==> src/verilog/pcr_pkg.sv <==
// Shared constants and types for the channel 1 configuration register group
`default_nettype none
package pcr_pkg;

    // ------------------------------------------------------------------
    // Register addresses (6-bit internal register index)
    // ------------------------------------------------------------------
    localparam logic [5:0] PCR_ADDR_SYNC_PERIOD = 6'h10;
    localparam logic [5:0] PCR_ADDR_CFG_A       = 6'h11;
    localparam logic [5:0] PCR_ADDR_CFG_B       = 6'h12;
    localparam logic [5:0] PCR_ADDR_CFG_C       = 6'h13;
    localparam logic [5:0] PCR_ADDR_SLOT_TAG_A  = 6'h15;
    localparam logic [5:0] PCR_ADDR_DIRECT_CMD  = 6'h1e;

    // ------------------------------------------------------------------
    // Reset values, write masks, commands
    // ------------------------------------------------------------------
    localparam logic [15:0] PCR_RST_SYNC_PERIOD = 16'h0909;
    localparam logic [15:0] PCR_RST_CFG_A       = 16'h0101;
    localparam logic [15:0] PCR_RST_CFG_B       = 16'h0514;
    localparam logic [15:0] PCR_RST_CFG_C       = 16'h0514;
    localparam logic [15:0] PCR_RST_SLOT_TAG_A  = 16'h2d49;
    localparam logic [15:0] PCR_MASK_CFG_A      = 16'hbff7;
    localparam logic [15:0] PCR_MASK_CFG_B      = 16'h1fff;
    localparam logic [15:0] PCR_MASK_CFG_C      = 16'h0fff;
    localparam logic [15:0] PCR_MASK_SLOT_TAG   = 16'h7fff;
    localparam logic [15:0] PCR_CMD_END_LOCKABLE_CONFIG_PHASE    = 16'h1111;

    // ------------------------------------------------------------------
    // Field positions
    // ------------------------------------------------------------------
    localparam int PCR_BIT_BOOTSTRAP_DIS = 12;
    localparam int PCR_SLOT_HI_LSB       = 6;

    // ------------------------------------------------------------------
    // Slot data width decode
    // ------------------------------------------------------------------
    localparam logic [4:0] PCR_WIDTH_MIN     = 5'h08;
    localparam logic [4:0] PCR_WIDTH_MAX     = 5'h1c;
    localparam logic [4:0] PCR_WIDTH_DEFAULT = 5'h14;
    localparam logic [2:0] PCR_SLOTS_DEFAULT = 3'h3;
    localparam logic [2:0] PCR_SLOTS_MAX     = 3'h6;

    // ------------------------------------------------------------------
    // Sync period timing: 200 us base plus 32 us per count at 125 MHz
    // ------------------------------------------------------------------
    localparam int PCR_CLK_MHZ      = 125;
    localparam int PCR_SYNC_BASE_US = 200;
    localparam int PCR_SYNC_STEP_US = 32;
    localparam int PCR_SYNC_BASE_CYC = PCR_SYNC_BASE_US * PCR_CLK_MHZ;
    localparam int PCR_SYNC_STEP_CYC = PCR_SYNC_STEP_US * PCR_CLK_MHZ;

    // ------------------------------------------------------------------
    // Types
    // ------------------------------------------------------------------
    typedef enum logic [1:0] {
        PCR_QC_19MA = 2'b00,
        PCR_QC_35MA = 2'b01,
        PCR_QC_45MA = 2'b10
    } pcr_qc_t;

    typedef enum logic [1:0] {
        PCR_BAUD_125K = 2'b00,
        PCR_BAUD_189K = 2'b01,
        PCR_BAUD_83K  = 2'b10
    } pcr_baud_t;

    typedef struct packed {
        logic       odd_check_bit;
        logic       rsvd_14;
        logic       sync_voltage_select;
        logic       output_pin_function;
        logic [1:0] slot_monitor_select;
        logic [1:0] quiescent_limit_select;
        logic       init_data_capture;
        logic [2:0] slot_count;
        logic       rsvd_3;
        logic [1:0] baud_select;
        logic       synchronous_mode_bit;
    } pcr_cfg_a_t;

    // Effective settings; slot index 0..3 stands for slots 1, 2, 5, 6
    typedef struct packed {
        logic            sync_step_high;
        logic            pin_is_irq;
        logic            mon_standard;
        logic            mon_simple;
        pcr_qc_t         qc_limit;
        logic [2:0]      slots_used;
        pcr_baud_t       baud;
        logic            sync_mode;
        logic            bootstrap_en;
        logic            init_capture;
        logic            slot1_applied;
        logic [3:0][4:0] slot_width;
        logic [3:0]      slot_parity;
    } pcr_eff_t;

endpackage
`default_nettype wire

==> src/verilog/pcr_ch1_config_regs.sv <==
// Channel 1 configuration registers, shared sync period timer and lock
`timescale 1ns/10ps
`default_nettype none
module pcr_ch1_config_regs
    import pcr_pkg::*;
#(
    parameter int BASE_CYC = PCR_SYNC_BASE_CYC,
    parameter int STEP_CYC = PCR_SYNC_STEP_CYC
) (
    input  wire logic        mclk,
    input  wire logic        rst_b,
    input  wire logic        reg_wr,
    input  wire logic [5:0]  reg_addr,
    input  wire logic [15:0] reg_wdata,
    output var  logic [15:0] reg_rdata,
    output var  logic        wr_refused,
    output var  logic        lockable_config_phase,
    input  wire logic        auto_sync_sel,
    input  wire logic        iface_two_sync_en,
    input  wire logic        sync_trig_one,
    input  wire logic        sync_trig_two,
    output var  logic        sync_pulse_one,
    output var  logic        sync_pulse_two,
    input  wire logic        rx_data_one,
    input  wire logic        irq_one,
    output var  logic        first_data_output_pin,
    output var  pcr_eff_t    ch1_eff
);

    // ------------------------------------------------------------------
    // Register state
    // ------------------------------------------------------------------
    logic [15:0] sync_period_timer_ff;
    pcr_cfg_a_t  channel_one_config_a_ff;
    logic [15:0] channel_one_config_b_ff;
    logic [15:0] channel_one_config_c_ff;
    logic [15:0] slot_tag_config_a_ff;
    logic        lockable_config_phase_phase_ff;
    logic [15:0] rdata_ff;
    logic        refused_ff;
    logic        dout_ff;
    pcr_eff_t    eff_ff;
    pcr_eff_t    nxt_eff;

    // ------------------------------------------------------------------
    // Write decode
    // ------------------------------------------------------------------
    wire hit_sync  = (reg_addr == PCR_ADDR_SYNC_PERIOD);
    wire hit_cfg_a = (reg_addr == PCR_ADDR_CFG_A);
    wire hit_cfg_b = (reg_addr == PCR_ADDR_CFG_B);
    wire hit_cfg_c = (reg_addr == PCR_ADDR_CFG_C);
    wire hit_tag   = (reg_addr == PCR_ADDR_SLOT_TAG_A);
    wire hit_cmd   = (reg_addr == PCR_ADDR_DIRECT_CMD);
    wire hit_cfg   = hit_sync || hit_cfg_a || hit_cfg_b || hit_cfg_c || hit_tag;

    wire wr_open    = reg_wr && lockable_config_phase_phase_ff;
    wire end_lockable_config_phase   = reg_wr && hit_cmd && (reg_wdata == PCR_CMD_END_LOCKABLE_CONFIG_PHASE);

    wire parity_ok  = ^reg_wdata;
    wire wr_sync    = wr_open && hit_sync;
    wire wr_cfg_a   = wr_open && hit_cfg_a && parity_ok;
    wire wr_cfg_b   = wr_open && hit_cfg_b;
    wire wr_tag     = wr_open && hit_tag;

    // ------------------------------------------------------------------
    // Propagation and refusal
    // ------------------------------------------------------------------
    // propagation condition, from the stored register
    wire prop_init   = channel_one_config_a_ff.init_data_capture;
    wire prop_simple = (channel_one_config_a_ff.slot_monitor_select == 2'b10);
    wire prop_async  = !channel_one_config_a_ff.synchronous_mode_bit;
    // Follows the stored word, not the word being written
    wire propagate   = prop_init || prop_simple || prop_async;

    wire wr_cfg_c   = wr_open && hit_cfg_c && !propagate;
    wire [15:0] keep_b_mask = propagate ? 16'h1020 | 16'h001f : PCR_MASK_CFG_B;
    wire [15:0] nxt_cfg_b   = (channel_one_config_b_ff & ~keep_b_mask)
                            | (reg_wdata & keep_b_mask);

    // Refused: locked, bad parity, or slots frozen
    wire refuse_lock   = !lockable_config_phase_phase_ff;
    wire refuse_parity = hit_cfg_a && !parity_ok;
    wire refuse_frozen = hit_cfg_c && propagate;
    // Slot 1 bits of the second word still land, so that case is not flagged
    wire refuse        = reg_wr && hit_cfg && (refuse_lock || refuse_parity || refuse_frozen);

    // ------------------------------------------------------------------
    // Register writes
    // ------------------------------------------------------------------
    // Reserved bits are masked on write, so they read back as zero
    always_ff @(posedge mclk) begin
        if (!rst_b) begin
            sync_period_timer_ff <= PCR_RST_SYNC_PERIOD;
            channel_one_config_a_ff <= pcr_cfg_a_t'(PCR_RST_CFG_A);
            channel_one_config_b_ff <= PCR_RST_CFG_B;
            channel_one_config_c_ff <= PCR_RST_CFG_C;
            slot_tag_config_a_ff <= PCR_RST_SLOT_TAG_A;
        end else begin
            if (wr_sync) begin
                sync_period_timer_ff <= reg_wdata;
            end
            if (wr_cfg_a) begin
                channel_one_config_a_ff <= pcr_cfg_a_t'(reg_wdata & PCR_MASK_CFG_A);
            end
            if (wr_cfg_b) begin
                channel_one_config_b_ff <= nxt_cfg_b;
            end
            if (wr_cfg_c) begin
                channel_one_config_c_ff <= reg_wdata & PCR_MASK_CFG_C;
            end
            if (wr_tag) begin
                slot_tag_config_a_ff <= reg_wdata & PCR_MASK_SLOT_TAG;
            end
        end
    end

    // ------------------------------------------------------------------
    // Programming phase and read path
    // ------------------------------------------------------------------
    wire [15:0] rd_mux =
        hit_sync  ? sync_period_timer_ff :
        hit_cfg_a ? 16'(channel_one_config_a_ff) :
        hit_cfg_b ? channel_one_config_b_ff :
        hit_cfg_c ? channel_one_config_c_ff :
        hit_tag   ? slot_tag_config_a_ff : 16'h0000;

    always_ff @(posedge mclk) begin
        if (!rst_b) begin
            lockable_config_phase_phase_ff <= 1'b1;
            rdata_ff      <= 16'h0000;
            refused_ff    <= 1'b0;
        end else begin
            if (end_lockable_config_phase) begin
                lockable_config_phase_phase_ff <= 1'b0;
            end
            rdata_ff   <= rd_mux;
            refused_ff <= refuse;
        end
    end

    // ------------------------------------------------------------------
    // Decode of effective settings
    // ------------------------------------------------------------------
    wire pcr_cfg_a_t ca = channel_one_config_a_ff;

    // ------------------------------------------------------------------
    // Slot width and check decode
    // ------------------------------------------------------------------
    // Slots 3 and 4 live in a word outside this block
    wire [4:0] raw_w1 = channel_one_config_b_ff[4:0];
    wire [4:0] raw_w2 = channel_one_config_b_ff[10:6];
    wire [4:0] raw_w5 = channel_one_config_c_ff[4:0];
    wire [4:0] raw_w6 = channel_one_config_c_ff[10:6];

    function automatic logic [4:0] width_of(input logic [4:0] code);
        logic ok;
        ok = (code >= PCR_WIDTH_MIN) && (code <= PCR_WIDTH_MAX);
        return ok ? code : PCR_WIDTH_DEFAULT;
    endfunction

    wire [4:0] w1 = width_of(raw_w1);
    wire [4:0] w2 = width_of(raw_w2);
    wire [4:0] w5 = width_of(raw_w5);
    wire [4:0] w6 = width_of(raw_w6);
    wire       p1 = channel_one_config_b_ff[5];
    wire       p2 = channel_one_config_b_ff[11];
    wire       p5 = channel_one_config_c_ff[5];
    wire       p6 = channel_one_config_c_ff[11];

    // ------------------------------------------------------------------
    // Effective settings
    // ------------------------------------------------------------------
    // slot count fallback
    wire slots_ok = (ca.slot_count != 3'h0) && (ca.slot_count <= PCR_SLOTS_MAX);

    wire dout_src = ca.output_pin_function ? irq_one : rx_data_one;

    always_comb begin
        nxt_eff = '0;
        nxt_eff.sync_step_high = ca.sync_voltage_select;
        nxt_eff.pin_is_irq     = ca.output_pin_function;
        nxt_eff.mon_standard   = (ca.slot_monitor_select == 2'b01);
        nxt_eff.mon_simple     = (ca.slot_monitor_select == 2'b10);
        case (ca.quiescent_limit_select)
            2'b00:   nxt_eff.qc_limit = PCR_QC_19MA;
            2'b10:   nxt_eff.qc_limit = PCR_QC_45MA;
            default: nxt_eff.qc_limit = PCR_QC_35MA;
        endcase
        nxt_eff.slots_used     = slots_ok ? ca.slot_count : PCR_SLOTS_DEFAULT;
        case (ca.baud_select)
            2'b01:   nxt_eff.baud = PCR_BAUD_189K;
            2'b10:   nxt_eff.baud = PCR_BAUD_83K;
            default: nxt_eff.baud = PCR_BAUD_125K;
        endcase
        nxt_eff.sync_mode      = ca.synchronous_mode_bit;
        nxt_eff.bootstrap_en   = !channel_one_config_b_ff[PCR_BIT_BOOTSTRAP_DIS];
        nxt_eff.init_capture   = ca.init_data_capture;
        nxt_eff.slot1_applied  = propagate;
        if (propagate) begin
            nxt_eff.slot_width  = {w1, w1, w1, w1};
            nxt_eff.slot_parity = {p1, p1, p1, p1};
        end else begin
            nxt_eff.slot_width  = {w6, w5, w2, w1};
            nxt_eff.slot_parity = {p6, p5, p2, p1};
        end
    end

    always_ff @(posedge mclk) begin
        if (!rst_b) begin
            eff_ff  <= '0;
            dout_ff <= 1'b0;
        end else begin
            eff_ff  <= nxt_eff;
            dout_ff <= dout_src;
        end
    end

    // ------------------------------------------------------------------
    // Sync pulse timing per interface
    // ------------------------------------------------------------------
    // Interface 2 mode lives outside this block, so its enable is a plain input
    // interface 1 uses the lower byte
    // no interface 1 sync pulses in asynchronous mode; interface 2 follows iface_two_sync_en
    pcr_sync_gate #(
        .BASE_CYC (BASE_CYC),
        .STEP_CYC (STEP_CYC)
    ) u_gate_one (
        .mclk        (mclk),
        .rst_b       (rst_b),
        .enable      (ca.synchronous_mode_bit),
        .auto_mode   (auto_sync_sel),
        .trig_req    (sync_trig_one),
        .period_code (sync_period_timer_ff[7:0]),
        .sync_pulse  (sync_pulse_one)
    );

    // interface 2 uses the upper byte
    pcr_sync_gate #(
        .BASE_CYC (BASE_CYC),
        .STEP_CYC (STEP_CYC)
    ) u_gate_two (
        .mclk        (mclk),
        .rst_b       (rst_b),
        .enable      (iface_two_sync_en),
        .auto_mode   (auto_sync_sel),
        .trig_req    (sync_trig_two),
        .period_code (sync_period_timer_ff[15:8]),
        .sync_pulse  (sync_pulse_two)
    );

    // ------------------------------------------------------------------
    // Outputs
    // ------------------------------------------------------------------
    assign reg_rdata             = rdata_ff;
    assign wr_refused            = refused_ff;
    assign lockable_config_phase = lockable_config_phase_phase_ff;
    assign first_data_output_pin = dout_ff;
    assign ch1_eff               = eff_ff;

endmodule // pcr_ch1_config_regs
`default_nettype wire

==> src/verilog/pcr_sync_gate.sv <==
// Sync pulse period generator and minimum spacing guard for one interface
`timescale 1ns/10ps
`default_nettype none
module pcr_sync_gate
    import pcr_pkg::*;
#(
    parameter int BASE_CYC = PCR_SYNC_BASE_CYC,
    parameter int STEP_CYC = PCR_SYNC_STEP_CYC
) (
    input  wire logic       mclk,
    input  wire logic       rst_b,
    input  wire logic       enable,
    input  wire logic       auto_mode,
    input  wire logic       trig_req,
    input  wire logic [7:0] period_code,
    output var  logic       sync_pulse
);

    logic [20:0] elapsed_ff;
    logic [20:0] nxt_elapsed;
    logic        pulse_ff;
    wire  [31:0] limit_w  = BASE_CYC + STEP_CYC * {24'h0, period_code};
    wire  [20:0] limit    = limit_w[20:0];
    wire         ripe     = (elapsed_ff >= limit);
    // Early external triggers are dropped, not deferred
    wire         fire     = enable && ripe && (auto_mode || trig_req);

    assign nxt_elapsed = fire ? 21'h0 : (ripe ? elapsed_ff : elapsed_ff + 21'h1);

    always_ff @(posedge mclk) begin
        if (!rst_b) begin
            elapsed_ff <= 21'h0;
            pulse_ff   <= 1'b0;
        end else begin
            elapsed_ff <= nxt_elapsed;
            pulse_ff   <= fire;
        end
    end

    assign sync_pulse = pulse_ff;

endmodule // pcr_sync_gate
`default_nettype wire

==> config.mk <==
export PLATFORM = sky130hd
export DESIGN_NAME = pcr_ch1_config_regs
export DESIGN_NICKNAME = d
export VERILOG_FILES = /design/src/verilog/pcr_pkg.sv /design/src/verilog/pcr_ch1_config_regs.sv /design/src/verilog/pcr_sync_gate.sv
export SDC_FILE = /design/constraint.sdc
export NUM_CORES = 1
export LEC_CHECK = 0
export BUFFER_PORTS_ARGS = -buffer_cell sky130_fd_sc_hd__buf_2
export CORE_MARGIN = 2
export CORE_UTILIZATION = 37
export CTS_CLUSTER_DIAMETER = 80
export DETAILED_ROUTE_END_ITERATION = 8
export PLACE_DENSITY_LB_ADDON = 0.05
export SLEW_MARGIN = 20
export SYNTH_ARGS = -nofsm -noshare
export SYNTH_HDL_FRONTEND = slang
export SYNTH_HIERARCHICAL = 1
export SYNTH_SLANG_ARGS = --single-unit
==> constraint.sdc <==
create_clock -name mclk -period 6.32 [get_ports mclk]
set_input_delay 0.948 -clock mclk [delete_from_list [all_inputs] [get_ports mclk]]
set_output_delay 0.948 -clock mclk [all_outputs]
set_load 0.03 [all_outputs]
==> After elaboration in Yosys (flattened, before gate mapping) <==
Cells that the tools add are included.
Widths: inputs -> output; s select.
{ "word_totals": {"out_inout_bits": 60, "ff_bits": 175} }
{ "classes": {"n_addsub": 4, "n_lt_le_gt_ge": 11, "n_bitwise": 5, "mul": 2, "muxes": 15, "n_eq_ne": 12, "reduce_logical": 44} }
{ "op_table": {"columns": ["cell", "n"], "rows": [
  ["$mux 16", 3],
  ["$add 15x20->21 const A", 2],
  ["$add 21x1->21 const B", 2],
  ["$ge 21x21->1", 2],
  ["$eq 6x5->1 const B", 6],
  ["$mul 7x8->15 const A", 2],
  ["$mux 15", 2],
  ["$mux 24", 1],
  ["$logic_and 1x1->1", 23],
  ["$ge 5x4->1 const B", 4],
  ["$le 5x5->1 const B", 4],
  ["$mux 5", 4],
  ["$and 16x13->16", 1],
  ["$and 16x16->16", 1],
  ["$eq 16x13->1 const B", 1],
  ["$not 13->16", 1],
  ["$or 16x16->16", 1],
  ["$reduce_xor 16->1", 1],
  ["$mux 12", 1],
  ["$logic_or 1x1->1", 10],
  ["$pmux 2 s2", 2],
  ["$eq 2x2->1 const B", 3],
  ["$logic_not 1->1", 5],
  ["$eq 2x1->1 const B", 2],
  ["8 further kinds", 9]
]} }

==> Logic depth before layout (Yosys ltp) <==
{ "depth": {"ltp_word": 7, "depth_mapped": 26, "ltp_nobuf": 24} }

==> Hierarchy <==
The synthesis kept the hierarchy.
{ "by_module_without_submodules": {"columns": ["mod", "area_each_um2", "n_inst", "cells_each"], "rows": [
  ["pcr_ch1_config_regs", 5288.8, 1, 538],
  ["pcr_sync_gate at u_gate_one", 3124.2, 1, 358],
  ["pcr_sync_gate at u_gate_two", 3106.7, 1, 360]
]} }

==> Worst setup path before layout <==
OpenSTA, ideal clock, no wires.
{ "synth_timing": {"kind": "reg-to-reg", "from": "register sync_period_timer_ff[1]", "to": "register u_gate_one.elapsed_ff[7]", "period_less_slack_ps": 6075, "path_buffers": 1, "stages_incl_launch_ff": 25, "setup_ps": 115, "path_slack_ps": 245, "arrival_ps": 5960, "required_ps": 6205, "cell_sequence": "dfxtp_1 -> fa_1 -> xor2_1 -> ha_1 -> fa_1 -> inv_1 -> fa_1 -> inv_1 -> ha_1 -> or2_1 -> o221ai_1 -> a21boi_1 -> o32a_1 -> or3_4 -> and4bb_1 -> xnor2_1 -> ha_1 -> o21ai_0 -> a21oi_1 -> and4_1 -> a221oi_4 -> buf_2 -> mux2i_1 -> mux2i_1 -> and2_1"} }
{ "synth_between": {"elab_chain_len": 6} }
{ "synth_rtl": {"columns": ["item", "line_no", "source"], "rows": [
  ["start, declared", "pcr_ch1_config_regs.sv:33", "logic [15:0] sync_period_timer_ff;"],
  ["start signal, assigned", "pcr_ch1_config_regs.sv:100", "sync_period_timer_ff <= reg_wdata;"],
  ["$mul 7x8->15 *", "pcr_sync_gate.sv:22", "wire [31:0] limit_w = BASE_CYC + STEP_CYC * {24'h0, period_code};"],
  ["$add 15x20->21 *", "pcr_sync_gate.sv:22", null],
  ["$ge 21x21->1 *", "pcr_sync_gate.sv:24", "wire ripe = (elapsed_ff >= limit);"],
  ["$logic_and 1x1->1 (2 in series)", "pcr_sync_gate.sv:26", "wire fire = enable && ripe && (auto_mode || trig_req);"],
  ["$reduce_or 2->1 (no line)", null, null],
  ["end signal, assigned", "pcr_sync_gate.sv:35", "elapsed_ff <= nxt_elapsed;"],
  ["end, declared", "pcr_sync_gate.sv:19", "logic [20:0] elapsed_ff;"]
]} }
Every way passes the cells marked *; elsewhere a longest branch is shown, timed or not.
A chain may end at the register's enable or synchronous reset.

==> Worst setup path in the final report <==
{ "layout_timing": {"from": "register sync_period_timer_ff[1]", "to": "register u_gate_one.elapsed_ff[5]"} }
The elaborated chain is that of the path after synthesis.

==> impl_results.md <==
* Status: complete, no violations
* Worst Setup EP: u_gate_one/elapsed_ff[5]
* LEAKAGE at between 5 and 6 nW
* CTS sink cnt at about 170
* Synth Area in Simple Gates at 0.171
* Cell count after synthesis at about 1300
* Synth Area in Compound Gates at 0.154
* Pin count of the biggest net entering global routing at 90
* Cell Chain, Critical Path: fa_1 -> xor2_1 -> ha_1 -> fa_1 -> inv_1 -> fa_1 -> inv_1 -> ha_1 -> or2_1 -> o221ai_2 -> a21boi_1 -> o32a_1 -> or3_4 -> and4bb_1 -> xnor2_2 -> ha_1 -> o21ai_1 -> a21oi_1 -> and4_1 -> a221oi_4 -> buf_12 -> mux2_2 -> a22oi_1 -> nor2b_1
* FP Rows at 64
* Setup Skew at ~0.014 ns
* Total Wirelength at 29700 microns
* Setup slack after layout at ~0.24 ns
* Highest attainable clock frequency at approximately 0.16 GHz
* Post-Syn Nets at 1449
* Top post-synthesis cells by area: dfxtp_1 (30%), ha_1 (13%), fa_1 (7.3%)
* Layout cell share with drive strength beyond 1 at 0.177
* FF-to-FF End: u_gate_one/elapsed_ff[5]
* H-tree depth at 4
* WP data arrival at around 6.4 ns
* CP startpoint: sync_period_timer_ff[1]
* Clock Tree Root: clkbuf_16
* Slew Viols, Final at 0
* Worst-case reg-to-reg path depth at 24
* GR Overflow Total at 0
* Max VDD drop at 0.191 mV
* Initial DRC Count at roughly 420
* Ant. Diodes at 0
* Antenna violations before repair at 0
* Gate power share at 0.123
* Sequential fraction of the synthesis area at 0.299
* Fin area at 0.0133 sq mm
* Sequential power share at 0.447
* Mean Syn Cell Area at a little over 9 sq um
* Buffers on Ports at 90
* Main combinational cell family by area after synthesis: adder cells
* CTS Buf Count at 17
* Final Hold Fails at 0
* Worst reg-to-reg setup slack at approximately 0.24 ns
* Crit-path max FO at 7
* WL per Instance at roughly 17 microns
* Clock Power Share at 0.430
* Worst slack, placed at -0.0517 ns
* Max transition margin at 0.295
* Slowest-stage cell, CP: fa_1
* RD Place Congestion at 0.782
* Ys Warns at 6
* Area leader, netlist: dfxtp_1
* Power per cell area at approximately 180 mW/mm^2
* Adder-cell share of the synthesized area at 0.203
* Most common cell after layout, fill and taps aside: dfxtp_1
* Required @ worst endpoint at 6.65 ns
* Internal power at 0.00179 W
* Commonest cells after routing, fill and taps aside: dfxtp_1 (164), inv_1 (123), nand2_1 (123)
* Unique masters post-synth at 89
* Final nets at 1563
* 1st-pass router iterations at 6
* Switching Share at 0.275
* CTS Buffer Depth at 2
* Post-Synthesis Cell Area at 0.0115 sq mm
* CP endpoint kind: flop
* Die height at roughly 180 microns
* Top-area cell type share of the netlist area at 0.299
* Total number of vias at about 9100
* Total GRT Usage at 0.183
* Net Sw Power at 0.000677 W
* Max Cap Violations at 0
* Non-Filler Instances at 1779
* ANT nets after route at 0
* CTS tree: built
* Tcrit/Tclk final at 0.962
* Clock transition at the registers of the reported paths at 0.07 ns
* Layout area overhead at 15.9%
* Crit path kind: reg -> reg
* Clk_lat worst skew at ~0.45 ns
* Die Width at roughly 180 microns
* Actual slew at the worst max-slew pin at 1.06 ns
* Overall Power at approximately 0.0025 W
* Via density at 5.12
* Prevailing post-synth register cell: dfxtp_1
* First-pass GRT wire length at around 47000 microns
* Post-synth EDFFs at 0
* Async SR Flop Fraction at 0
* Residual DRC at 0
* Yosys reg bits at between 150 and 200
* Core Area at roughly 0.031 sq mm
* Number of global-route vias before repair at between 8000 and 9000
* R2r startpoint: sync_period_timer_ff[1]
* Mux contribution to synthesized area at 0.0614
* CP Launch Type: flop
* Die area at approximately 0.033 sq mm
* DP HPWL at 22500 microns
* Min Clock Period, post-route at approximately 6 ns
* XOR/XNOR share of the synthesized area at 0.0471
* CP max stage delay at approximately 0.57 ns
* Io pins at between 90 and 100
* Inst Count DP at roughly 1700
* Initial Utilization at 0.377
* Setup-failing EPs final at 0
* Post-Route Utilization at 0.436
* Hold crit path type: reg -> reg
* Post-place instance area at 0.0125 sq mm
[worst min path at each step]
| stage | to | slack [ns] | start | cells past startpoint |
|---|---|---|---|---|
| 2_1_floorplan | ch1_eff[26] | 0.41 | channel_one_config_b_ff[12] | 1 |
| 3_3_place_gp | ca[15] | 0.44 | ca[15] | 2 |
| 3_5_place_dp | ch1_eff[28] | 0.44 | ca[1] | 2 |
| 4_1_cts | ch1_eff[28] | 0.45 | ca[1] | 2 |
| 5_1_grt | ch1_eff[26] | 0.47 | channel_one_config_b_ff[12] | 1 |
| 6_report | ch1_eff[28] | 0.45 | ca[1] | 2 |
[registers in the layout, indices dropped and copies added, names as in the netlist, 7 cells and up, named ones only]
register and count:
ch1_eff 39, u_gate_one/elapsed_ff 21, u_gate_two/elapsed_ff 21, reg_rdata 16
sync_period_timer_ff 16, slot_tag_config_a_ff 15, ca 13, channel_one_config_c_ff 12
channel_one_config_b_ff 7
[cell families after synthesis]
kind of cell    after synthesis
compound gates              257
xor+xnor                     62
fa+ha+maj                   162
buf+inv                     170
flops                       172
mux                          69
simple gates                364
[layer usage]
metal	up-vias	global-route usage	routed length, microns
li1	4609	-	-
met1	4340	0.246	14300
met2	138	0.301	14000
met3	20	0.0327	916
met4	0	0.0494	390
met5	-	0	0
[what timing repair did]
action                     in CTS  in global routing
cloned                          0                  1
setup buffers                   0                  5
setup endpoints to repair      17                 43
pin swaps                       0                 11
hold buffers                    0                  0
gates resized for setup         2                 37
[cell type report]
class | count | area, sq um
clock buffers | 19 | 453
multi-input cells | 914 | 7480
clock inverters | 13 | 129
inverters | 123 | 462
well taps | 396 | 495
repair buffers | 142 | 873
fillers | 3090 | 17200
flip-flops and latches | 172 | 3460
[power groups by stage]
stage | Sequential, W | Clock [W] | Combinational [W]
finish | 0.00110 | 0.00106 | 0.000302
detailed placement | 0.00113 | 0 | 0.000288
global placement | 0.00113 | 0 | 0.000289
global route | 0.00111 | 0.00114 | 0.000335
floorplan | 0.00114 | 0 | 0.000195
CTS | 0.00110 | 0.00110 | 0.000290
[worst max-delay path: cells and delay by family, from the launching register on]
kind / cells / cell delay [ns]
muxes: 1 / 0.32
adders and majority gates: 6 / 2.31
buffers and inverters: 3 / 0.25
AOI/OAI and AO/OA: 7 / 1.33
and+or+nand+nor: 5 / 1.13
DFF: 1 / 0.35
xor gates and xnor gates: 2 / 0.30
[cell usage after synthesis (10+ instances only)]
| master | number |
|---|---|
| nand4_1 | 11 |
| ha_1 | 120 |
| a21o_1 | 12 |
| mux2_2 | 13 |
| clkbuf_1 | 33 |
| fa_1 | 42 |
| a21oi_1 | 65 |
| nand3_1 | 26 |
| nand2b_1 | 11 |
| o211ai_1 | 22 |
| a21boi_0 | 31 |
| nor2b_1 | 37 |
| o21ai_0 | 43 |
| xnor2_1 | 45 |
| nor2_1 | 47 |
| and4_1 | 10 |
| dfxtp_1 | 172 |
| mux2i_1 | 56 |
| or3_1 | 11 |
| and2_1 | 12 |
| and3_1 | 19 |
| nand2_1 | 123 |
| inv_1 | 123 |
| nor3_1 | 15 |
| xor2_1 | 17 |
[stage by stage]
stage / hold slack [ns] / TNS, ns
finish: 0.447 / 0
global route: 0.473 / -0.138
CTS: 0.452 / 0
detailed placement: 0.445 / -0.128
global placement: 0.440 / 0
floorplan: 0.414 / 0
No activity file was read; power rests on OpenSTA's default activity.
